$ cat src/common/spsf_pkg.sv
package spsf_pkg;
  // register byte offsets
  localparam logic [11:0] PROTOCOL_CONTROL_OFS = 12'h05C;
  localparam logic [11:0] PROTOCOL_IRQEN_OFS   = 12'h060;
  localparam logic [11:0] PROTOCOL_STATUS_OFS  = 12'h064;
  localparam logic [11:0] XFER_CONTROL_OFS     = 12'h068;
  // protocol_status fields
  localparam int ST_UNDERRUN  = 18;
  localparam int ST_BUSY      = 17;
  localparam int ST_PINLEVEL  = 16;
  localparam int ST_SELACT    = 9;
  localparam int ST_SELINA    = 8;
  localparam int ST_BITERR    = 6;
  localparam int ST_TIMEOUT   = 5;
  localparam int ST_RXEND     = 4;
  localparam int ST_RXSTART   = 3;
  localparam int ST_TXEND     = 2;
  localparam int ST_TXSTART   = 1;
  localparam logic [31:0] STATUS_RESET = 32'h0000_0000;
  localparam logic [31:0] STATUS_W1C_MASK = 32'h0000_037E;
  // protocol_control fields
  localparam int CT_ENABLE   = 31;
  localparam int CT_UDRLEVEL = 28;
  localparam int CT_TOCNT_LO = 16;
  localparam int CT_TOCNT_W  = 10;
  localparam int CT_SLAVE    = 0;
  localparam logic [31:0] CONTROL_RESET = 32'h0000_0300;
  localparam logic [31:0] CONTROL_MASK  = 32'h93FF_7FCF;
  localparam logic [31:0] IRQEN_MASK    = 32'h0000_000F;
  localparam logic [31:0] IRQEN_RESET   = 32'h0000_0000;
  // xfer_control: word length (bits-1) and transmit word
  localparam int XC_WLEN_LO = 16;
  localparam int XC_WLEN_W  = 4;
  localparam logic [31:0] XFER_RESET = 32'h0007_0000;
  localparam int WORD_MAX = 16;
endpackage

$ cat src/design/spsf_edge_sync.sv
// two-flop synchroniser with edge detection on the second stage
module spsf_edge_sync
  import spsf_pkg::*;
#(
  parameter logic IDLE = 1'b0 // rest level of the pin, so reset shows no false edge
)
(
  input  wire logic clk_sys,
  input  wire logic sys_rst,
  input  wire logic pinIn,
  output logic      level,
  output logic      rise,
  output logic      fall
);
  logic meta;
  logic sync;
  logic prev;
  logic next_meta;
  logic next_sync;
  logic next_prev;

  // shift chain
  always_comb
  begin
    next_meta = pinIn;
    next_sync = meta;
    next_prev = sync;
  end

  always_ff @(posedge clk_sys)
  begin
    if (sys_rst)
    begin
      meta <= IDLE;
      sync <= IDLE;
      prev <= IDLE;
    end
    else
    begin
      meta <= next_meta;
      sync <= next_sync;
      prev <= next_prev;
    end
  end

  assign level = sync;
  assign rise  = sync & ~prev;
  assign fall  = ~sync & prev;
endmodule

$ cat src/design/spsf_status_flags.sv
// Design decision made here: the APB register port.
module spsf_status_flags
  import spsf_pkg::*;
#(
  parameter int WORD_BITS = WORD_MAX
)
(
  input  wire logic        clk_sys,
  input  wire logic        sys_rst,
  input  wire logic        psel,
  input  wire logic        penable,
  input  wire logic        pwrite,
  input  wire logic [11:0] paddr,
  input  wire logic [31:0] pwdata,
  output logic      [31:0] prdata,
  output logic             pready,
  output logic             pslverr,
  input  wire logic        spiClk,
  input  wire logic        spiSelectN,
  input  wire logic        spiDataIn,
  output logic             spiDataOut,
  output logic             spiDataOutEn,
  output logic             protocolIrq
);
  initial
  begin
    if (WORD_BITS < 4 || WORD_BITS > WORD_MAX)
      $error("WORD_BITS out of range");
  end

  logic [31:0] protocolControl;
  logic [31:0] irqEnable;
  logic [31:0] xferControl;
  logic [31:0] status;
  logic        txFull;
  logic        shifterFull;
  logic [15:0] txShift;
  logic [15:0] rxShift;
  logic [4:0]  bitCount;
  logic        inWord;
  logic        underrun;
  logic [9:0]  toCount;
  logic        masterActive;
  logic [31:0] next_protocolControl;
  logic [31:0] next_irqEnable;
  logic [31:0] next_xferControl;
  logic [31:0] next_status;
  logic [31:0] next_prdata;
  logic        next_pready;
  logic        next_pslverr;
  logic        next_txFull;
  logic        next_shifterFull;
  logic [15:0] next_txShift;
  logic [15:0] next_rxShift;
  logic [4:0]  next_bitCount;
  logic        next_inWord;
  logic        next_underrun;
  logic [9:0]  next_toCount;
  logic        next_masterActive;
  logic        next_spiDataOut;
  logic        next_spiDataOutEn;
  logic        next_protocolIrq;

  logic selPin;
  logic selRise;
  logic selFall;
  logic clkLevel;
  logic clkRise;
  logic clkFall;
  logic dinLevel;

  // synchronise the link pins
  spsf_edge_sync #(.IDLE(1'b1)) uSel (.clk_sys(clk_sys), .sys_rst(sys_rst), .pinIn(spiSelectN),
    .level(selPin), .rise(selRise), .fall(selFall));
  spsf_edge_sync uClk (.clk_sys(clk_sys), .sys_rst(sys_rst), .pinIn(spiClk),
    .level(clkLevel), .rise(clkRise), .fall(clkFall));
  spsf_edge_sync uDin (.clk_sys(clk_sys), .sys_rst(sys_rst), .pinIn(spiDataIn),
    .level(dinLevel), .rise(), .fall());

  function automatic logic isAccess(input logic [11:0] ofs);
    isAccess = psel && penable && (paddr == ofs);
  endfunction

  // next link bit: the under-run level, or word bit (length - 1 - bits sent)
  function automatic logic pickBit(input logic udr, input logic lvl, input logic [15:0] word,
                                   input logic [4:0] len, input logic [4:0] sent);
    pickBit = udr ? lvl : word[4'(len - 5'd1 - sent)];
  endfunction

  logic enabled;
  logic slaveMode;
  logic selected;
  logic selActEv;
  logic selInaEv;
  logic sampleEdge;
  logic shiftEdge;
  logic [4:0] wordLen;
  logic timeoutEv;
  logic txWrite;
  logic udrLevel;

  // decoded control and events
  always_comb
  begin
    enabled    = protocolControl[CT_ENABLE];
    slaveMode  = protocolControl[CT_SLAVE];
    selected   = ~selPin;
    selActEv   = slaveMode && selFall;
    selInaEv   = slaveMode && selRise;
    sampleEdge = clkRise && selected;
    shiftEdge  = clkFall && selected;
    wordLen    = 5'(xferControl[XC_WLEN_LO +: XC_WLEN_W]) + 5'd1;
    timeoutEv  = slaveMode && enabled && inWord
      && protocolControl[CT_TOCNT_LO +: CT_TOCNT_W] != 10'd0
      && toCount == protocolControl[CT_TOCNT_LO +: CT_TOCNT_W];
    txWrite    = isAccess(XFER_CONTROL_OFS) && pwrite;
    udrLevel   = protocolControl[CT_UDRLEVEL];
  end

  // link engine, flags and bus slave next state
  always_comb
  begin
    logic [31:0] evt;
    evt = 32'h0000_0000;
    next_protocolControl = protocolControl;
    next_irqEnable    = irqEnable;
    next_xferControl  = xferControl;
    next_txFull       = txFull;
    next_shifterFull  = shifterFull;
    next_txShift      = txShift;
    next_rxShift      = rxShift;
    next_bitCount     = bitCount;
    next_inWord       = inWord;
    next_underrun     = underrun;
    next_toCount      = toCount;
    next_masterActive = masterActive && enabled && !slaveMode;
    next_spiDataOut   = spiDataOut;
    next_spiDataOutEn = slaveMode && enabled && selected;
    if (txWrite)
      next_txFull = 1'b1;
    // shift clock activity
    if (clkRise || clkFall)
      next_toCount = 10'd0;
    else if (inWord && toCount != 10'h3FF)
      next_toCount = toCount + 10'd1;
    // a word opens as select goes active, so the first bit stands before the first rise
    if (enabled && selActEv && !inWord)
    begin
      next_inWord = 1'b1;
      next_bitCount = 5'd0;
      next_toCount = 10'd0;
      evt[ST_RXSTART] = 1'b1;
      evt[ST_TXSTART] = 1'b1;
      next_shifterFull = txFull;
      next_underrun = !txFull;
      if (txFull)
      begin
        next_txShift = xferControl[15:0];
        next_txFull = txWrite;
      end
      next_spiDataOut = pickBit(next_underrun, udrLevel, next_txShift, wordLen, 5'd0);
    end
    // later bits, or the under-run level, go out on the falling link clock
    if (slaveMode && enabled && shiftEdge && inWord)
      next_spiDataOut = pickBit(underrun, udrLevel, txShift, wordLen, bitCount);
    if (slaveMode && enabled && sampleEdge && inWord)
    begin
      next_rxShift = {rxShift[14:0], dinLevel};
      next_bitCount = bitCount + 5'd1;
      if (bitCount + 5'd1 == wordLen)
      begin
        next_inWord = 1'b0;
        next_shifterFull = 1'b0;
        evt[ST_RXEND] = 1'b1;
        evt[ST_TXEND] = 1'b1;
      end
    end
    // aborted word: timeout or deselect before full length
    if (timeoutEv || (selInaEv && inWord))
    begin
      next_inWord = 1'b0;
      next_shifterFull = 1'b0;
      evt[ST_BITERR] = bitCount != wordLen;
    end
    evt[ST_TIMEOUT] = timeoutEv;
    evt[ST_SELACT]  = selActEv;
    evt[ST_SELINA]  = selInaEv;
    if (!slaveMode && enabled && txFull && !masterActive)
    begin
      next_masterActive = 1'b1;
      next_txFull = txWrite;
    end
    // sticky flags: set beats the write-1 clear
    next_status = status;
    if (isAccess(PROTOCOL_STATUS_OFS) && pwrite)
      next_status = status & ~(pwdata & STATUS_W1C_MASK);
    next_status = (next_status | evt) & STATUS_W1C_MASK;
    next_status[ST_UNDERRUN] = next_underrun && slaveMode;
    next_status[ST_BUSY] = enabled && (next_txFull
      || (!slaveMode && next_masterActive)
      || (slaveMode && selected && next_inWord)
      || (slaveMode && next_shifterFull));
    next_status[ST_PINLEVEL] = slaveMode && selPin;
    // register writes
    if (psel && penable && pwrite)
    begin
      if (paddr == PROTOCOL_CONTROL_OFS)
        next_protocolControl = pwdata & CONTROL_MASK;
      if (paddr == PROTOCOL_IRQEN_OFS)
        next_irqEnable = pwdata & IRQEN_MASK;
      if (paddr == XFER_CONTROL_OFS)
        next_xferControl = pwdata;
    end
    // reads
    next_pready  = psel && !pready;
    next_pslverr = 1'b0;
    next_prdata  = 32'h0000_0000;
    if (psel && !pready)
    begin
      case (paddr)
        PROTOCOL_CONTROL_OFS: next_prdata = protocolControl;
        PROTOCOL_IRQEN_OFS:   next_prdata = irqEnable;
        PROTOCOL_STATUS_OFS:  next_prdata = status;
        XFER_CONTROL_OFS:     next_prdata = {xferControl[31:16], rxShift};
        default:              next_pslverr = 1'b1;
      endcase
    end
    next_protocolIrq = (status[ST_SELINA] && irqEnable[0])
      || (status[ST_SELACT] && irqEnable[1])
      || (status[ST_TIMEOUT] && irqEnable[2])
      || (status[ST_BITERR] && irqEnable[3]);
  end

  // register everything
  always_ff @(posedge clk_sys)
  begin
    if (sys_rst)
    begin
      protocolControl <= CONTROL_RESET;
      irqEnable       <= IRQEN_RESET;
      xferControl     <= XFER_RESET;
      status          <= STATUS_RESET;
      prdata          <= 32'h0000_0000;
      pready          <= 1'b0;
      pslverr         <= 1'b0;
      txFull          <= 1'b0;
      shifterFull     <= 1'b0;
      txShift         <= 16'h0000;
      rxShift         <= 16'h0000;
      bitCount        <= 5'h00;
      inWord          <= 1'b0;
      underrun        <= 1'b0;
      toCount         <= 10'h000;
      masterActive    <= 1'b0;
      spiDataOut      <= 1'b0;
      spiDataOutEn    <= 1'b0;
      protocolIrq     <= 1'b0;
    end
    else
    begin
      protocolControl <= next_protocolControl;
      irqEnable       <= next_irqEnable;
      xferControl     <= next_xferControl;
      status          <= next_status;
      prdata          <= next_prdata;
      pready          <= next_pready;
      pslverr         <= next_pslverr;
      txFull          <= next_txFull;
      shifterFull     <= next_shifterFull;
      txShift         <= next_txShift;
      rxShift         <= next_rxShift;
      bitCount        <= next_bitCount;
      inWord          <= next_inWord;
      underrun        <= next_underrun;
      toCount         <= next_toCount;
      masterActive    <= next_masterActive;
      spiDataOut      <= next_spiDataOut;
      spiDataOutEn    <= next_spiDataOutEn;
      protocolIrq     <= next_protocolIrq;
    end
  end
endmodule

$ cat config.mk
export PLATFORM = sky130hd
export DESIGN_NAME = spsf_status_flags
export DESIGN_NICKNAME = d
export VERILOG_FILES = /design/src/common/spsf_pkg.sv /design/src/design/spsf_edge_sync.sv /design/src/design/spsf_status_flags.sv
export SDC_FILE = /design/constraint.sdc
export NUM_CORES = 1
export LEC_CHECK = 0
export BUFFER_PORTS_ARGS = -buffer_cell sky130_fd_sc_hd__buf_2
export CAP_MARGIN = 20
export CORE_MARGIN = 4
export CORE_UTILIZATION = 40
export DETAILED_ROUTE_END_ITERATION = 10
export PLACE_DENSITY = 0.68
export RECOVER_POWER = 50
export SKIP_CTS_REPAIR_TIMING = 1
export SLEW_MARGIN = 10
export SYNTH_ARGS = -nofsm -noshare
export SYNTH_HDL_FRONTEND = slang
export SYNTH_SLANG_ARGS = --single-unit
$ cat constraint.sdc
create_clock -name clk_sys -period 8.9 [get_ports clk_sys]
set_input_delay 1.78 -clock clk_sys [delete_from_list [all_inputs] [get_ports clk_sys]]
set_output_delay 1.78 -clock clk_sys [all_outputs]
set_load 0.05 [all_outputs]
### Yosys cells after proc, flatten, opt, wreduce, memory -nomap -nowiden

Index checks and enable logic that the tools add are counted.

* register bits: 169
* input port bits: 52
* output and inout port bits: 37
* word-level logic and storage cells: 149

* add/sub/neg operators: 5
* order comparisons: 2
* equal/unequal tests: 8
* multiplexer cells: 33
* bitwise operators: 12
* reductions and logical operators: 62

Operator list (count)
* $pmux W32 S4: 1
* $eq A12 B7 Y1 const B: 4
* $logic_and A1 B1 Y1: 40
* $mux W16: 2
* $mux W1: 25
* $add A10 B1 Y10 const B: 1
* $and A10 B10 Y10: 1
* $eq A10 B10 Y1: 1
* $lt A4 B5 Y1 const B: 2
* $mux W10: 1
* $mux W5: 2
* $ne A10 B10 Y1 const B: 1
* $not A10 Y10: 1
* $or A10 B10 Y10: 1
* $reduce_bool A10 Y1: 1
* $bmux W1 S4: 2
* $logic_or A1 B1 Y1: 8
* $reduce_and A2 Y1: 3
* $add A4 B1 Y5 const B: 1
* $add A5 B1 Y5 const B: 1
* $eq A5 B5 Y1: 1
* $logic_not A1 Y1: 5
* $ne A5 B5 Y1: 1
* $not A1 Y1: 5
* 7 further kinds: 11

### Depth between registers and ports, before layout

Gate-level depths: netlist of the first run.

* word-level depth: 13
* gate-level depth with buffers: 11
* depth with buffers taken out: 9

### Modules after synthesis

From an unflattened synthesis of the first run, not the netlist that was laid out.

* cell total of the unflattened synthesis: 839
* area, all modules: 7239.4 sq um

Modules (own cells, without submodules)
* spsf_status_flags: times used 1, cells each 815, area each 6964.2 sq um, sequential area each 3223.1 sq um
* spsf_edge_sync at uClk ...: times used 2, cells each 8, area each 91.3 sq um, sequential area each 60.1 sq um
* spsf_edge_sync at uSel: times used 1, cells each 8, area each 92.6 sq um, sequential area each 60.1 sq um

### Worst setup path before layout of the first run

Ideal clock, no wire load.

* path type: input to register
* start point: input port paddr[1]
* end point: register irqEnable[0]
* library setup time: 0.128 ns
* arrival time: 3.139 ns
* data required time: 8.772 ns
* slack: 5.633 ns
* cell stages on the path: 7
* path buffers: 1
* cell sequence: nor4b_2 > nand3_2 > nor3_1 > and2_1 > buf_2 > mux2i_1 > nor2_1

* word-level cells in the longest chain between the ends: 2

RTL lines
* from (decl): RTL line spsf_status_flags.sv:13 `input wire logic [11:0] paddr,`
* $eq A12 B7 Y1: RTL line spsf_status_flags.sv:209 `if (paddr == PROTOCOL_IRQEN_OFS)`
* $reduce_and A2 Y1 (no line)
* to (signal assigned): RTL line spsf_status_flags.sv:262 `irqEnable <= next_irqEnable;`
* to (decl): RTL line spsf_status_flags.sv:32 `logic [31:0] irqEnable;`

Every way passes these cells.
A chain may end at the register's enable or synchronous reset.

### Worst setup path after layout of the first run

* start point: input port sys_rst
* end point: register prdata[17]

* word-level cells in the longest chain between the ends: 1

RTL lines
* from (decl): RTL line spsf_status_flags.sv:9 `input wire logic sys_rst,`
* $reduce_or A2 Y1 (no line)
* to (signal assigned): RTL line spsf_status_flags.sv:265 `prdata <= next_prdata;`
* to (decl): RTL line spsf_status_flags.sv:15 `output logic [31:0] prdata,`

Every way passes these cells.

==> impl_metrics.env, run 1 <==
export IMPL_drt_initial_drc_count=501
export IMPL_cts_buffers=17
export IMPL_start_util_pct=40.8
export IMPL_ys_types=56
export IMPL_fillers=1717
export IMPL_setup_tns_final_ps=0
export IMPL_synth_async_reset_ratio_pct=0
export IMPL_die_area_sq_um=19800
export IMPL_cts_root_buf="clkbuf_16"
export IMPL_yosys_area_share_simple_pct=22.7
export IMPL_hold_depth=1
export IMPL_slew_headroom_pct=-68.3
export IMPL_failed_checks="max-capacitance violations, max-slew violations"
export IMPL_gr_max_usage_layer="met2"
export IMPL_power_density_nw_per_um2=188
export IMPL_synth_top_family_by_area="simple AND/OR/NAND/NOR gates"
export IMPL_grt_pass1_vias=5645
export IMPL_synth_compound_area_share_pct=14.7
export IMPL_drive_above_1_share_pct=12.5
export IMPL_grtUsageTotal_pct=18.6
export IMPL_finalCritPeriodShare_pct=52.5
export IMPL_synth_adder_area_share_pct=1.71
export IMPL_grt_max_degree=72
export IMPL_met2_usage_pct=29.1
export IMPL_rr_worst_depth=9
export IMPL_dp_hpwl_um=12500
export IMPL_grt_use_met1_pct=25.6
export IMPL_first_pass_iters=6
export IMPL_finalNonFillerCells=1130
export IMPL_leakagePower_nw=2.86
export IMPL_fin_nets=953
export IMPL_crit_fanout=57
export IMPL_detail_route_antenna_nets=0
export IMPL_finalSetupViolCount=0
export IMPL_yosys_register_bits=169
export IMPL_cts_path_max_buffers=2
export IMPL_avgRoutedWirePerCell_um=16.2
export IMPL_htreeDepth=4
export IMPL_use_met3_pct=4.41
export IMPL_vdd_drop_max_mv=0.139
export IMPL_synth_fp_nets=896
export IMPL_syn_instance_count=835
export IMPL_portBuffers=88
export IMPL_grt_overflow_total=0
export IMPL_worstSetupPathType="in -> reg"
export IMPL_crit_arrival_ps=4960
export IMPL_core_sq_um=17200
export IMPL_grt_pass1_wl_um=29600
export IMPL_via_per_inst=5.32
export IMPL_path_clk_slew_ps=70
export IMPL_syn_avg_cell_area_sq_um=8.42
export IMPL_gp_congestion=0.826
export IMPL_synthFlopType="dfxtp_1"
export IMPL_final_common_cell="nand2_1"
export IMPL_synth_xor_area_share_pct=4.38
export IMPL_final_cell_mix="nand2_1 (203), dfxtp_1 (169), a21oi_1 (107), nor2_1 (75), buf_2 (50)"
export IMPL_vias=6011
export IMPL_finalHoldViolCount=0
export IMPL_holdCritPathClass="reg -> reg"
export IMPL_clk_latency_ps=430
export IMPL_required_ps=9190
export IMPL_ios=89
export IMPL_syn_to_final_growth_pct=15.2
export IMPL_cts_tree="yes"
export IMPL_cp_end_kind="flop"
export IMPL_wl_um=18300
export IMPL_fin_skew_ps=7.99
export IMPL_fp_dieW_um=141
export IMPL_rsz0062_at_grt="false"
export IMPL_fmax_mhz=214
export IMPL_muxShareOfSynthArea_pct=3.93
export IMPL_ys_seq_area_share_pct=48.1
export IMPL_rows=48
export IMPL_placed_cells=1097
export IMPL_dieHeight_um=141
export IMPL_clock_sinks=169
export IMPL_synth_area_sq_um=7030
export IMPL_synth_edf_count=0
export IMPL_ys_warn_count=0
export IMPL_antennaDiodeCount=0
export IMPL_drc_errors=0
export IMPL_drv_cap=1
export IMPL_status="finished, violations left"
export IMPL_min_period_ps=4680
export IMPL_start_kind="input port"
export IMPL_tightest_slew_ps=2530
export IMPL_report_final_slew_viol_count=58
export IMPL_antenna_found_initial=0
## through the flow
step | power [mW] | hold slack (ps) | utilization [%] | instance area [sq um] | setup WS (ps)
after floorplan | 0.792 | 389 | - | 7030 | 5630
after global placement | 0.814 | 397 | 43.7 | 7540 | 4630
after detailed placement | 0.814 | 397 | 43.9 | 7560 | 4570
after CTS | 1.53 | 413 | 47.3 | 8150 | 5010
after global routing | 1.57 | 428 | 47.0 | 8100 | 3850
final | 1.52 | 413 | 47.0 | 8100 | 4220
## synth_stat cells (5+ instances only)
cell type | n | share of area (%)
ha_1 | 8 | 1.4
clkbuf_1 | 37 | 2.0
nor2_1 | 75 | 4.0
a22oi_1 | 22 | 2.3
mux2_2 | 5 | 0.80
nand2_1 | 203 | 11
nand4_1 | 5 | 0.44
xnor2_1 | 11 | 1.4
buf_2 | 15 | 1.1
or2_2 | 5 | 0.44
inv_1 | 16 | 0.85
a21oi_1 | 107 | 7.6
nand3b_1 | 6 | 0.64
xor2_1 | 21 | 2.6
nand3_1 | 25 | 1.8
a222oi_1 | 10 | 1.4
nor2b_1 | 8 | 0.71
o21ai_0 | 7 | 0.50
and3_1 | 9 | 0.80
dfxtp_1 | 169 | 48
mux2i_1 | 13 | 1.9
## where the power goes
part | internal, mW | switching [mW]
Sequential | 0.758 | 0.000988
Combinational | 0.0122 | 0.0254
Clock | 0.413 | 0.315
Total | 1.18 | 0.341
## worst max-delay path: stages
cell and delay, ps:
clkbuf_1 1760, nor2_1 60, nand2_1 530, inv_1 220
nand2_1 440, nor2_1 150
## worst paths after layout
| kind | from | slack, ps | end |
|---|---|---|---|
| hold / removal | uSel.meta | 410 | uSel.level |
| hold reg to reg | uSel.meta | 410 | uSel.level |
| setup reg to reg | xferControl[16] | 5560 | spiDataOut |
| setup / recovery | sys_rst | 4220 | prdata[17] |
## area by class of cell
type                    instances  area, sq um  area share, %
clock inverters                10          108           1.33
inverters                      16         60.1          0.741
well taps                     225          282           3.47
flip-flops and latches        169         3380           41.8
repair buffers                 94          458           5.65
clock buffers                  22          474           5.85
multi-input cells             594         3340           41.2
## state kept, by name, summed over array words and instances (netlist names), 4 cells and up
| signal | count |
|---|---|
| bitCount | 5 |
| irqEnable | 4 |
| prdata | 32 |
| protocolControl | 25 |
| rxShift | 16 |
| status | 11 |
| toCount | 10 |
| txShift | 16 |
| xferControl | 32 |
## per-layer routing
layer  vias to the layer above  share of wire [%]
li1                       2941                  -
met1                      2809                 46
met2                       225                 45
met3                        36                7.9
met4                         0                1.7
met5                         -                  0
## cells by family (layout without fill, tap and decap cells)
kind of cell             after synthesis  after routing
AND/OR/NAND/NOR                      361            361
adder cells (fa/ha/maj)                9              9
buffers and inverters                 72            142
flip-flops                           169            169
AO/OA/AOI/OAI                        169            169
XOR/XNOR                              33             33
multiplexers                          22             22
No activity file was read; power rests on OpenSTA's default activity.
==> run 2, diff against run 1 <==
==> constraint.sdc (replaced) <==
create_clock -name clk_sys -period 4.6 [get_ports clk_sys]
set_input_delay 0.92 -clock clk_sys [delete_from_list [all_inputs] [get_ports clk_sys]]
set_output_delay 0.92 -clock clk_sys [all_outputs]
set_load 0.05 [all_outputs]
==> run 2 against run 1 <==
Effect of this change: the run still ends with max-capacitance violations, max-slew violations left; sequential power is 94% higher; power up 94%; cell count barely moved; count of clock-buffer cells in the layout fell by 3; core utilization barely moved; global-route usage increased by 0.20 points; design area barely moved; sequential share of layout area about the same; sequential cell count unchanged; hold slack better by 9.8 ps; critical path type unchanged; highest routed layer unchanged.
==> impl_metrics.env, run 2 (synthesized netlist as in run 1, its figures left out) <==
export IMPL_min_period_ps=3640
export IMPL_drv_cap=1
export IMPL_place_area_sq_um=7540
export IMPL_drt_initial_drc_count=578
export IMPL_sequential_cell_area_sq_um=3380
export IMPL_grt_pass1_vias=5699
export IMPL_rr_worst_depth=9
export IMPL_crit_chain="clkbuf_1, buf_4, nand3b_1, nor2_1"
export IMPL_cp_end_kind="flop"
export IMPL_grt_pass1_wl_um=29900
export IMPL_drc_errors=0
export IMPL_power_share_combinational_pct=2.5
export IMPL_portBuffers=88
export IMPL_fmax_mhz=275
export IMPL_grtUsageTotal_pct=18.8
export IMPL_grt_overflow_total=0
export IMPL_path_clk_slew_ps=70
export IMPL_first_pass_iters=6
export IMPL_fin_nets=954
export IMPL_antenna_found_initial=0
export IMPL_core_sq_um=17200
export IMPL_start_kind="input port"
export IMPL_tightest_slew_ps=2230
export IMPL_failed_checks="max-capacitance violations, max-slew violations"
export IMPL_cp_num_cells=4
export IMPL_final_area_sq_um=8100
export IMPL_crit_arrival_ps=3940
export IMPL_report_final_slew_viol_count=49
export IMPL_power_density_nw_per_um2=366
export IMPL_holdCritPathClass="reg -> reg"
export IMPL_top_regs="prdata: 32 flops, xferControl: 32 flops, protocolControl: 25 flops"
export IMPL_place_ws_ps=1100
export IMPL_vias=6011
export IMPL_syn_to_final_growth_pct=15.2
export IMPL_pwr_share_clk_pct=47.9
export IMPL_leakagePower_nw=2.87
export IMPL_via_per_inst=5.31
export IMPL_drive_above_1_share_pct=12.8
export IMPL_p_sw_share_pct=23.0
export IMPL_p_sw_uw=683
export IMPL_rsz0062_at_grt="false"
export IMPL_critPathMaxStageDelay_ps=1560
export IMPL_wl_um=18500
export IMPL_ios=89
export IMPL_fillers=1670
export IMPL_cts_buffers=17
export IMPL_clock_sinks=169
export IMPL_multi_input_area_sq_um=3340
export IMPL_dp_hpwl_um=12600
export IMPL_htreeDepth=4
export IMPL_p_int_mw=2.28
export IMPL_finalHoldViolCount=0
export IMPL_dieHeight_um=141
export IMPL_detail_route_antenna_nets=0
export IMPL_crit_fanout=80
export IMPL_slew_headroom_pct=-48.9
export IMPL_setup_slack_ps=962
export IMPL_hold_depth=1
export IMPL_clk_latency_ps=430
export IMPL_gp_congestion=0.833
export IMPL_setup_tns_final_ps=0
export IMPL_required_ps=4900
export IMPL_vdd_drop_max_mv=0.262
export IMPL_cp_buffers_inverters=2
export IMPL_crit_family="buffers and inverters"
export IMPL_start_util_pct=40.8
export IMPL_status="finished, violations left"
export IMPL_avgRoutedWirePerCell_um=16.4
export IMPL_finalSetupViolCount=0
export IMPL_finalCritPeriodShare_pct=79.1
export IMPL_fin_skew_ps=7.36
export IMPL_final_common_cell="nand2_1"
export IMPL_final_cell_mix="nand2_1 (203), dfxtp_1 (169), a21oi_1 (107), nor2_1 (75), buf_2 (50)"
export IMPL_rows=48
export IMPL_antennaDiodeCount=0
export IMPL_grt_max_degree=81
export IMPL_cp_slowest_cell="clkbuf_1"
export IMPL_cts_tree="yes"
export IMPL_die_area_sq_um=19800
export IMPL_worstSetupPathType="in -> reg"
export IMPL_power_frac_seq_pct=49.6
export IMPL_fp_dieW_um=141
export IMPL_cts_root_buf="clkbuf_16"
export IMPL_cts_path_max_buffers=2
[run 2: changes by cell type in the layout (fill, tap and decap cells not counted), sizes merged]
cell / previous run / this run
buf: 56 / 57
clkbuf: 60 / 57
clkinv: 2 / 3
clkinvlp: 3 / 1
inv: 20 / 24
[run 2: final cells by class]
type                       instances  share of cell area [%]
sequential                       169                    41.8
multi-input combinational        594                    41.2
clock buffer                      19                    5.59
timing repair buffer              95                    5.59
tap                              225                    3.48
clock inverter                    13                    1.62
inverter                          16                   0.741
[run 2: per-layer routing]
layer	track usage [%]	vias to the layer above	wire [um]
li1	-	2950	-
met1	25.9	2832	8450
met2	29.1	203	8380
met3	4.85	26	1360
met4	5.61	0	311
met5	0	-	0
[run 2: worst register-to-register path, cell delays in order (launching register included)]
cell and delay (ps):
dfxtp_1 590, ha_1 660, xor2_1 250, inv_1 80, fa_1 660, mux4_2 550, mux2i_1 170, nor2_1 60
mux2i_1 130, a22oi_1 70
[run 2: through the flow]
stage / util, % / cells / total power [mW] / hold WS [ps]
floorplan: - / 835 / 1.53 / 389
global placement: 43.8 / 1097 / 1.58 / 396
detailed placement: 43.8 / 1097 / 1.58 / 410
CTS: 47.2 / 1129 / 2.98 / 427
global route: 47.0 / 1131 / 3.05 / 431
finish: 47.0 / 1131 / 2.96 / 423
[run 2: power by group through the flow]
stage | Sequential [mW] | Combinational [mW] | Clock [mW]
detailed placement | 1.50 | 0.0739 | 0
finish | 1.47 | 0.0741 | 1.42
global route | 1.47 | 0.0800 | 1.50
floorplan | 1.50 | 0.0286 | 0
CTS | 1.47 | 0.0743 | 1.44
global placement | 1.50 | 0.0739 | 0
[run 2: path summary, 6_finish.rpt]
kind           endpoint  slack (ps)       startpoint
max          toCount[9]         960          sys_rst
min          uSel.level         420        uSel.meta
max reg2reg  spiDataOut        1260  xferControl[16]
min reg2reg  uSel.level         420        uSel.meta
